===== config.mk =====
export PLATFORM = sky130hd
export DESIGN_NAME = cfgio_port
export DESIGN_NICKNAME = d
export VERILOG_FILES = /design/src/cfgio_pkg.sv /design/src/cfgio_port.sv /design/src/cfgio_sync.sv
export VERILOG_INCLUDE_DIRS = /design/src
export SDC_FILE = /design/constraint.sdc
export NUM_CORES = 1
export LEC_CHECK = 0
export ABC_AREA = 1
export BUFFER_PORTS_ARGS = -buffer_cell sky130_fd_sc_hd__buf_2
export CAP_MARGIN = 30
export CORE_UTILIZATION = 54
export DETAILED_ROUTE_END_ITERATION = 10
export PLACE_DENSITY = 0.78
export SLEW_MARGIN = 20
export SYNTH_ARGS = -nofsm -noshare
export SYNTH_HDL_FRONTEND = slang
export SYNTH_HIERARCHICAL = 1
export SYNTH_SLANG_ARGS = --single-unit

===== constraint.sdc =====
create_clock -name clk -period 1.4 [get_ports clk]
set_input_delay 0.14 -clock clk [delete_from_list [all_inputs] [get_ports clk]]
set_output_delay 0.14 -clock clk [all_outputs]
set_load 0.1 [all_outputs]

===== src/cfgio_regs.svh =====
// Register offsets, field positions and reset values of the I/O port
`ifndef CFGIO_REGS_SVH
`define CFGIO_REGS_SVH
`define CFGIO_AW 3
`define CFGIO_OFF_DATA 3'h0
`define CFGIO_OFF_DIR 3'h1
`define CFGIO_OFF_OPT 3'h2
`define CFGIO_OFF_IOPT 3'h3
`define CFGIO_OFF_STAT 3'h4
`define CFGIO_GEN_BIT 0
`define CFGIO_TRIG_LSB 1
`define CFGIO_TRIG_MSB 2
`define CFGIO_PEND_BIT 0
`define CFGIO_REQ_BIT 1
`define CFGIO_RST_BYTE 8'h00
`define CFGIO_RST_BIT 1'b0
`define CFGIO_ANALOG_MASK 8'h0f
`endif


===== src/cfgio_pkg.sv =====
// Types shared by the I/O port design
package cfgio_pkg;
    typedef logic [7:0] cfgio_byte_t;
    typedef enum logic [1:0] {
        CFGIO_TRIG_FALL,
        CFGIO_TRIG_RISE,
        CFGIO_TRIG_LOW,
        CFGIO_TRIG_RSVD
    } cfgio_trig_t;
endpackage


===== src/cfgio_port.sv =====
// Eight-pin configurable I/O port with external interrupt request
// What this block does
// - Each pin uses its own bit of direction, option and data registers.
// - Reset clears all registers: input, pull-up, no interrupt.
// - Direction 0 makes an input; data reads return the live pin.
// - Dir 0, option 0, data 0: input with pull-up, no interrupt.
// - Dir 0, option 0, data 1: input without pull-up, no interrupt.
// - Dir 0, option 1, data 0: pull-up input feeding the port interrupt.
// - Dir 0, option 1, data 1: analog input to the converter where supported.
// - Dir 1, option 0: open-drain output, data picks the level.
// - Dir 1, option 1: push-pull output, data picks the level.
// - In output mode data writes load the latch, reads return it.
// - Open-drain drives low for 0 and floats for 1.
// - Push-pull drives low for 0 and high for 1.
// - Requests need an interrupt-enabled pin and the global enable set.
// - Trigger per port: falling edge, rising edge or low level.
// - Wait and stop keep configuration; enabled interrupts wake the device.
// - No automatic alternate function; only the three bits select it.
// - One shared request per port toward its own vector.
//
// The placing of the registers and the plain strobed port are this design's own decisions.
`timescale 1ns/1ps
`default_nettype none
`include "cfgio_regs.svh"
module cfgio_port
    import cfgio_pkg::*;
(
    input wire logic clk,
    input wire logic rst_n,
    input wire logic [`CFGIO_AW-1:0] addr,
    input wire cfgio_byte_t wr_data,
    input wire logic wr_en,
    input wire logic rd_en,
    output cfgio_byte_t rd_data_q,
    input wire logic irq_ack,
    input wire logic low_power,
    input wire cfgio_byte_t pin_in,
    output cfgio_byte_t pin_out_q,
    output cfgio_byte_t pin_oe_q,
    output cfgio_byte_t pullup_en_q,
    output cfgio_byte_t analog_sel_q,
    output logic irq_q,
    output logic wake_q
);
    cfgio_byte_t pin_data_latch_q;
    cfgio_byte_t dir_q;
    cfgio_byte_t opt_q;
    logic global_interrupt_enable_q;
    cfgio_trig_t trig_q;
    cfgio_byte_t pin_s;
    cfgio_byte_t pin_prev_q;
    cfgio_byte_t irq_src;
    cfgio_byte_t read_mux;
    logic edge_hit;
    logic level_hit;
    logic pend_q;
    logic req_d;
    // Only the low pins reach the converter; the rest stay digital in that mode
    localparam cfgio_byte_t analog_ok = `CFGIO_ANALOG_MASK;

    // Per-pin decode of the three configuration bits
    function automatic logic [3:0] pin_mode(input logic d, input logic o, input logic v);
        // {drive_en, drive_high, pullup, analog}
        pin_mode[3] = d & (o | ~v);
        pin_mode[2] = d & o & v;
        pin_mode[1] = ~d & ~v;
        pin_mode[0] = ~d & o & v;
    endfunction

    function automatic logic is_irq_src(input logic d, input logic o, input logic v);
        is_irq_src = ~d & o & ~v;
    endfunction

    cfgio_sync u_sync (
        .clk(clk),
        .rst_n(rst_n),
        .async_in(pin_in),
        .sync_out(pin_s)
    );

    always_ff @(posedge clk) begin
        if (!rst_n) begin
            pin_data_latch_q <= `CFGIO_RST_BYTE;
        end else if (wr_en && addr == `CFGIO_OFF_DATA) begin
            pin_data_latch_q <= wr_data;
        end
    end

    always_ff @(posedge clk) begin
        if (!rst_n) begin
            dir_q <= `CFGIO_RST_BYTE;
        end else if (wr_en && addr == `CFGIO_OFF_DIR) begin
            dir_q <= wr_data;
        end
    end

    always_ff @(posedge clk) begin
        if (!rst_n) begin
            opt_q <= `CFGIO_RST_BYTE;
        end else if (wr_en && addr == `CFGIO_OFF_OPT) begin
            opt_q <= wr_data;
        end
    end

    always_ff @(posedge clk) begin
        if (!rst_n) begin
            global_interrupt_enable_q <= `CFGIO_RST_BIT;
            trig_q <= CFGIO_TRIG_FALL;
        end else if (wr_en && addr == `CFGIO_OFF_IOPT) begin
            global_interrupt_enable_q <= wr_data[`CFGIO_GEN_BIT];
            trig_q <= cfgio_trig_t'(wr_data[`CFGIO_TRIG_MSB:`CFGIO_TRIG_LSB]);
        end
    end

    // Low-power entry freezes nothing here: configuration only moves on bus writes
    genvar g;
    generate
        for (g = 0; g < 8; g++) begin : g_pin
            logic [3:0] m;
            assign m = pin_mode(dir_q[g], opt_q[g], pin_data_latch_q[g]);
            always_ff @(posedge clk) begin
                if (!rst_n) begin
                    pin_oe_q[g] <= 1'b0;
                    pin_out_q[g] <= 1'b0;
                    pullup_en_q[g] <= 1'b1;
                    analog_sel_q[g] <= 1'b0;
                end else begin
                    pin_oe_q[g] <= m[3];
                    pin_out_q[g] <= m[2];
                    pullup_en_q[g] <= m[1];
                    // Pins without an analog path stay digital
                    analog_sel_q[g] <= m[0] & analog_ok[g];
                end
            end
            assign irq_src[g] = is_irq_src(dir_q[g], opt_q[g], pin_data_latch_q[g]);
            // Input pins read live level, outputs read the latch
            assign read_mux[g] = dir_q[g] ? pin_data_latch_q[g] : pin_s[g];
        end
    endgenerate

    always_ff @(posedge clk) begin
        if (!rst_n) begin
            pin_prev_q <= `CFGIO_RST_BYTE;
        end else begin
            pin_prev_q <= pin_s;
        end
    end

    always_comb begin
        edge_hit = 1'b0;
        level_hit = 1'b0;
        case (trig_q)
            CFGIO_TRIG_FALL: edge_hit = |(irq_src & pin_prev_q & ~pin_s);
            CFGIO_TRIG_RISE: edge_hit = |(irq_src & ~pin_prev_q & pin_s);
            CFGIO_TRIG_LOW: level_hit = |(irq_src & ~pin_s);
            default: edge_hit = 1'b0;
        endcase
    end

    // An edge arriving with the acknowledge is kept
    always_ff @(posedge clk) begin
        if (!rst_n) begin
            pend_q <= `CFGIO_RST_BIT;
        end else if (edge_hit) begin
            pend_q <= 1'b1;
        end else if (irq_ack || trig_q == CFGIO_TRIG_LOW) begin
            pend_q <= 1'b0;
        end
    end

    assign req_d = global_interrupt_enable_q & (pend_q | level_hit);

    always_ff @(posedge clk) begin
        if (!rst_n) begin
            irq_q <= 1'b0;
            wake_q <= 1'b0;
        end else begin
            irq_q <= req_d;
            wake_q <= req_d & low_power;
        end
    end

    always_ff @(posedge clk) begin
        if (!rst_n) begin
            rd_data_q <= `CFGIO_RST_BYTE;
        end else if (rd_en) begin
            case (addr)
                `CFGIO_OFF_DATA: rd_data_q <= read_mux;
                `CFGIO_OFF_DIR: rd_data_q <= dir_q;
                `CFGIO_OFF_OPT: rd_data_q <= opt_q;
                `CFGIO_OFF_IOPT: rd_data_q <= {5'h00, trig_q, global_interrupt_enable_q};
                `CFGIO_OFF_STAT: rd_data_q <= {6'h00, irq_q, pend_q};
                default: rd_data_q <= `CFGIO_RST_BYTE;
            endcase
        end else begin
            rd_data_q <= `CFGIO_RST_BYTE;
        end
    end
endmodule
`default_nettype wire


===== src/cfgio_sync.sv =====
// Two-flop synchroniser for the pin inputs
`timescale 1ns/1ps
`default_nettype none
module cfgio_sync
    import cfgio_pkg::*;
(
    input wire logic clk,
    input wire logic rst_n,
    input wire cfgio_byte_t async_in,
    output cfgio_byte_t sync_out
);
    cfgio_byte_t meta_q;
    cfgio_byte_t sync_q;

    always_ff @(posedge clk) begin
        if (!rst_n) begin
            meta_q <= `CFGIO_RST_BYTE;
            sync_q <= `CFGIO_RST_BYTE;
        end else begin
            meta_q <= async_in;
            sync_q <= meta_q;
        end
    end

    assign sync_out = sync_q;
endmodule
`default_nettype wire

==> results of run 1 <==
-- what timing repair did --
| item | CTS | global route |
|---|---|---|
| setup buffers | 0 | 0 |
| hold buffers | 8 | 0 |
| gates resized for setup | 0 | 0 |
| endpoints found under the hold margin | 8 | 0 |
-- worst paths after layout --
path	startpoint	endpoint	slack, ps	depth (start not counted)
hold / removal	low_power	wake_q$_SDFF_PN0_	10	3
setup / recovery	irq_q$_SDFF_PN0_	irq_q	130	1
hold reg to reg	u_sync/meta_q[7]$_SDFF_PN0_	u_sync/sync_out[7]$_SDFF_PN0_	420	2
setup reg to reg	pin_data_latch_q[1]$_SDFFE_PN0P_	wake_q$_SDFF_PN0_	170	9
-- flip-flops by register name (all words and copies together), names as in the netlist --
signal and cells:
analog_sel_q 4, rd_data_q 8, wake_q 1, pin_prev_q 8, u_sync/meta_q 8, pend_q 1, irq_q 1, u_sync/sync_out 8
trig_q 2, pullup_en_q 8, dir_q 8, pin_oe_q 8, pin_out_q 8, pin_data_latch_q 8, global_interrupt_enable_q 1, opt_q 8
-- through the flow --
stage,util [%],instances
2_1_floorplan,-,420
5_1_grt,67.1,573
3_5_place_dp,62.3,549
4_1_cts,67.1,573
6_report,67.1,573
3_3_place_gp,62.3,549
-- synth_stat cells, drive strengths merged --
library cell,count,area [um2]
a211oi,4,30.0
a21oi,38,190
a31oi,2,12.5
buf,12,121
clkbuf,4,15.0
clkinv,1,3.75
conb,1,3.75
dfxtp,90,1800
inv,64,240
nand2,64,265
nand3,27,140
nand4,8,50.1
nor2,41,169
nor3,8,40.0
nor4,4,25.0
o21ai,41,209
o221ai,2,17.5
o22ai,5,31.3
or3,1,6.26
-- routing by layer --
layer / GRT usage (%) / vias up
li1: - / 1496
met1: 31.2 / 1335
met2: 42.0 / 112
met3: 7.19 / 17
met4: 10.4 / 0
met5: 0 / -
-- area by class of cell --
| class | instances | share of cell area, % |
|---|---|---|
| clock buffers | 12 | 3.88 |
| clock inverters | 4 | 1.25 |
| inverters | 65 | 6.11 |
| multi-input cells | 249 | 30.1 |
| flip-flops and latches | 90 | 45.1 |
| well taps | 75 | 2.35 |
| repair buffers | 78 | 11.3 |
-- kinds of logic after synthesis --
group                  after synthesis  synth area share, %
flip-flops                          90                 53.4
AO/OA/AOI/OAI                       92                 14.5
buffers and inverters               81                 11.3
AND/OR/NAND/NOR                    153                 20.6
other                                1                0.111
-- power groups by stage --
| stage | clock [mW] | sequential (mW) | combinational, mW |
|---|---|---|---|
| detailed placement | 0 | 2.73 | 0.476 |
| global route | 1.94 | 2.68 | 0.543 |
| floorplan | 0 | 2.83 | 0.259 |
| finish | 1.80 | 2.67 | 0.500 |
| CTS | 1.82 | 2.67 | 0.497 |
| global placement | 0 | 2.73 | 0.467 |
==> impl_results.md, run 1 <==
* Starting utilization of the core area at 56.6%
* CTS H-tree depth at 3
* Area taken by multi-input logic gates at 1200 um2
* Met2 wire len at 3690 um
* WP data required at 1260 ps
* Total CTS buffers at 9
* Worst vdd ir at 0.723 mV
* Highest Clock Rate at 788 MHz
* Critical setup path kind: flop to output port
* WL met3 at 472 um
* Critical path launch point type: flop
* Die Area at 6560 um2
* Clock sinks at 90
* Cell Pwr Density at 1250 nW/um2
* Top Metal Used: met4
* Clock slew at reported path FFs at 90 ps
* Number of port buffers at 62
* Clock Latency Late Sink at 360 ps
* Netlist Area Pre-Place at 3370 um2
* Average cell area after synthesis at 8.09 um2
* DR DRC count at 0
* Initial DRT Pass Iterations at 5
* Clk_skew at 11.6 ps
* Vias at 2960
* CTS root buf: clkbuf_8
* Vias in the first global route at 2686
* GRT Total Usage at 25.5%
* Initial antenna violation count at 0
* Met1 WL at 3460 um
* Sw frac at 26.2%
* Fin area at 4000 um2
* Clock tree buffer depth at 2
* Number of top-level pins at 67
* TNS Setup at 0 ps
* Int Power at 3.67 mW
* Critical-path top delay cell: buf_2
* CP cell instances: buf_2
* Routed WL at 7780 um
* Antenna cells at 0
* Register area at 1800 um2
* First-pass GRT wire length at 12300 um
* Die W at 81.0 um
* Power, Total at 4.98 mW
* Outcome: finished, final reports clean
* Min Tclk post-route at 1270 ps
* WHS at 12.1 ps
* Max-cap viol count at 0
* Share of layout cells above drive strength 1 at 20.9%
* Final Hold Viols at 0
* Post-Place Setup Slack at 116 ps
* Leakage power at 1.87 nW
* Max-slew violations at 0
* Critical path arrival at 1130 ps
* Drt wl/cell at 13.6 um
* Iter 0 DRT Violations at 227
* Filler cells at 504
* Vias per cell at 5.17
* Crit Path Max Fanout at 2
* RSZ-0062 raised after global routing: no
* Warnings from Yosys at 6
* P&R area growth vs syn at 18.5%
* Final setup viols at 0
* Seq/Total Area, Yosys at 53.4%
* RePlAce Congestion at 0.903
* CTS tree: done
* Grt ovf at 0
* Combinational power share at 10.1%
* Crit end category: output port
* Gate Count Post-Synth at 417
* Layout Nets at 518
* Site row count at 28
* CP max stage delay at 430 ps
* Routed Antenna Nets at 0
* Worst path bufs/invs at 1
* Placement Cell Area at 3710 um2
* Final WS setup at 131 ps
* #FFs+latches synth at 90
* Hold Path Class: input port to flop
* Clock power frac at 36.3%
* Die height at 81.0 um
* CORE AREA at 5960 um2
* Largest net degree at the start of global routing at 25
* Most frequent cells in the layout: 90 x dfxtp_1, 62 x buf_2, 59 x inv_1
* Crit path max-delay family: buffers and inverters
* Tcrit/Tclk final at 90.7%
* Placed wire-length estimate at 5230 um
* P_sw at 1.30 mW
* Commonest non-fill, non-tap cell in the layout: dfxtp_1
* Yosys cell types at 29
* Sequential Power Share at 53.7%
Note: power is estimated with default switching activity, not from simulation.
==> run 2, diff against run 1 <==
--- a/config.mk
+++ b/config.mk
@@ -9,9 +9,10 @@
 export ABC_AREA = 1
 export BUFFER_PORTS_ARGS = -buffer_cell sky130_fd_sc_hd__buf_2
 export CAP_MARGIN = 30
-export CORE_UTILIZATION = 54
+export CORE_UTILIZATION = 55
+export CTS_BUF_LIST = sky130_fd_sc_hd__clkbuf_4 sky130_fd_sc_hd__clkbuf_8
 export DETAILED_ROUTE_END_ITERATION = 10
-export PLACE_DENSITY = 0.78
+export PLACE_DENSITY = 0.8
 export SLEW_MARGIN = 20
 export SYNTH_ARGS = -nofsm -noshare
 export SYNTH_HDL_FRONTEND = slang
==> impl_results.md, run 2 (synthesized netlist as in run 1, its figures left out) <==
* Worst vdd ir at 0.717 mV (was 0.723 mV)
* Final core utilization at 67.5% (was 67.1%)
* Clock sinks at 90 (unchanged)
* Layout Nets at 516 (was 518)
* Share of layout cells above drive strength 1 at 21.6% (was 20.9%)
* CTS H-tree depth at 3 (unchanged)
* Crit path to: irq_q (unchanged)
* Critical setup path kind: flop to output port (unchanged)
* Post-Place Setup Slack at 169 ps (was 116 ps)
* Hold Path Class: input port to flop (unchanged)
* Reg2reg end: wake_q$_SDFF_PN0_ (unchanged)
* Antenna cells at 0 (unchanged)
* Clock power frac at 36.3% (about the same)
* Worst path bufs/invs at 1 (unchanged)
* Tcrit/Tclk final at 89.7% (was 90.7%)
* TNS Setup at 0 ps (unchanged)
* Highest Clock Rate at 797 MHz (was 788 MHz)
* Routed Antenna Nets at 0 (unchanged)
* P&R area growth vs syn at 18.5% (about the same)
* Reg2Reg Setup Slack at 190 ps (was 170 ps)
* Sw frac at 25.7% (was 26.2%)
* Crit end category: output port (unchanged)
* Postcts setup bufs at 0 (unchanged)
* GRT Total Usage at 24.2% (was 25.5%)
* CP max stage delay at 420 ps (was 430 ps)
* FF-to-FF path depth at 9 (unchanged)
* Vias at 2940 (was 2960)
* Critical path launch point type: flop (unchanged)
* RePlAce Congestion at 0.862 (was 0.903)
* P_sw at 1.27 mW (was 1.30 mW)
* WHS at 32.8 ps (was 12.1 ps)
* RSZ-0062 raised after global routing: no (unchanged)
* Vias in the first global route at 2643 (was 2686)
* Most frequent cells in the layout: 90 x dfxtp_1, 62 x buf_2, 59 x inv_1 (unchanged)
* Sequential Power Share at 53.8% (was 53.7%)
* Number of top-level pins at 67 (unchanged)
* Levels on crit path at 1 (unchanged)
* Commonest non-fill, non-tap cell in the layout: dfxtp_1 (unchanged)
* Iter 0 DRT Violations at 202 (was 227)
* CORE AREA at 5920 um2 (was 5960 um2)
* Initial DRT Pass Iterations at 5 (unchanged)
* Critical-path top delay cell: buf_2 (unchanged)
* Die W at 80.3 um (was 81.0 um)
* Int Power at 3.69 mW (was 3.67 mW)
* CTS tree: done (unchanged)
* RR Startpoint: dir_q[3]$_SDFFE_PN0P_ (was pin_data_latch_q[1]$_SDFFE_PN0P_)
* Vias per cell at 5.15 (was 5.17)
* Outcome: finished, final reports clean (unchanged)
* Clock Latency Late Sink at 350 ps (was 360 ps)
* Placed wire-length estimate at 4860 um (was 5230 um)
* Die Area at 6450 um2 (was 6560 um2)
* Final setup viols at 0 (unchanged)
* Drt wl/cell at 12.8 um (was 13.6 um)
* Grt ovf at 0 (unchanged)
* Largest net degree at the start of global routing at 38 (was 25)
* WP data required at 1260 ps (about the same)
* Leakage power at 1.87 nW (about the same)
* Final Hold Viols at 0 (unchanged)
* Site row count at 28 (unchanged)
* Max-slew violations at 0 (unchanged)
* Critical path arrival at 1120 ps (was 1130 ps)
* Clock tree buffer depth at 2 (unchanged)
* Combinational power share at 9.9% (was 10.1%)
* Min Tclk post-route at 1260 ps (was 1270 ps)
* Max-cap viol count at 0 (unchanged)
* Die height at 80.3 um (was 81.0 um)
* DR DRC count at 0 (unchanged)
* Routed WL at 7290 um (was 7780 um)
* Starting utilization of the core area at 57.0% (was 56.6%)
* Crit. Startpoint: irq_q$_SDFF_PN0_ (unchanged)
* Hold Crit Depth at 3 (unchanged)
* Crit path max-delay family: buffers and inverters (unchanged)
* Number of port buffers at 62 (unchanged)
* Clk_skew at 9.99 ps (was 11.6 ps)
* Final WS setup at 145 ps (was 131 ps)
* Total CTS buffers at 9 (unchanged)
* First-pass GRT wire length at 11700 um (was 12300 um)
* Initial antenna violation count at 0 (unchanged)
* Placement Cell Area at 3700 um2 (was 3710 um2)
* Fin area at 4000 um2 (about the same)
* Clock slew at reported path FFs at 80 ps (was 90 ps)
* Cell Pwr Density at 1240 nW/um2 (was 1250 nW/um2)
* CTS root buf: clkbuf_8 (unchanged)
* CP cell instances: buf_2 (unchanged)
* Crit Path Max Fanout at 2 (unchanged)
-- run 2: cell types whose count changed in the layout (fill, tap and decap cells not counted) --
cell | previous run | this run
buf_4 | 8 | 6
clkbuf_1 | 1 | 0
clkbuf_4 | 0 | 1
nor2_1 | 37 | 33
nor2_2 | 3 | 7
-- run 2: worst min path at each step --
stage | start | slack [ps] | to
after global placement | pin_in[6] | 320 | u_sync/meta_q[6]$_SDFF_PN0_
after CTS | low_power | 20 | wake_q$_SDFF_PN0_
after global routing | low_power | 40 | wake_q$_SDFF_PN0_
after floorplan | pin_in[2] | 230 | u_sync/meta_q[2]$_SDFF_PN0_
after detailed placement | pin_in[0] | 320 | u_sync/meta_q[0]$_SDFF_PN0_
final | low_power | 30 | wake_q$_SDFF_PN0_
-- run 2: area by class of cell --
type | count | area [um2]
fillers | 494 | 1930
multi-input cells | 249 | 1210
inverters | 65 | 244
flip-flops and latches | 90 | 1800
well taps | 75 | 93.8
repair buffers | 76 | 435
clock inverters | 4 | 50.0
clock buffers | 12 | 159
-- run 2: power groups by stage --
stage | combinational, mW | clock (mW) | sequential (mW)
5_1_grt | 0.536 | 1.93 | 2.68
2_1_floorplan | 0.259 | 0 | 2.83
3_5_place_dp | 0.466 | 0 | 2.73
4_1_cts | 0.487 | 1.83 | 2.67
3_3_place_gp | 0.459 | 0 | 2.73
6_report | 0.492 | 1.80 | 2.67
-- run 2: layer usage --
metal	share of wire, %	up-vias	GRT usage (%)
met5	0	-	0
met4	1.5	0	13.2
met3	6.6	13	5.34
met2	47	113	39.1
met1	45	1321	29.8
li1	-	1493	-
-- run 2: per-stage QoR --
step,total power [mW],cells
finish,4.96,571
global route,5.14,571
detailed placement,3.20,547
floorplan,3.09,420
CTS,4.99,571
global placement,3.19,547
-- run 2: what timing repair did --
| item | CTS | global route |
|---|---|---|
| hold buffers | 8 | 0 |
| endpoints found under the setup margin | 0 | 2 |
| resized for setup | 0 | 4 |
| hold endpoints to repair | 8 | 0 |
-- run 2: worst register-to-register path, delay by kind of cell (launching register included) --
| family | cells | cell delay (ps) |
|---|---|---|
| AND/OR/NAND/NOR | 9 | 690 |
| flip-flops | 1 | 430 |
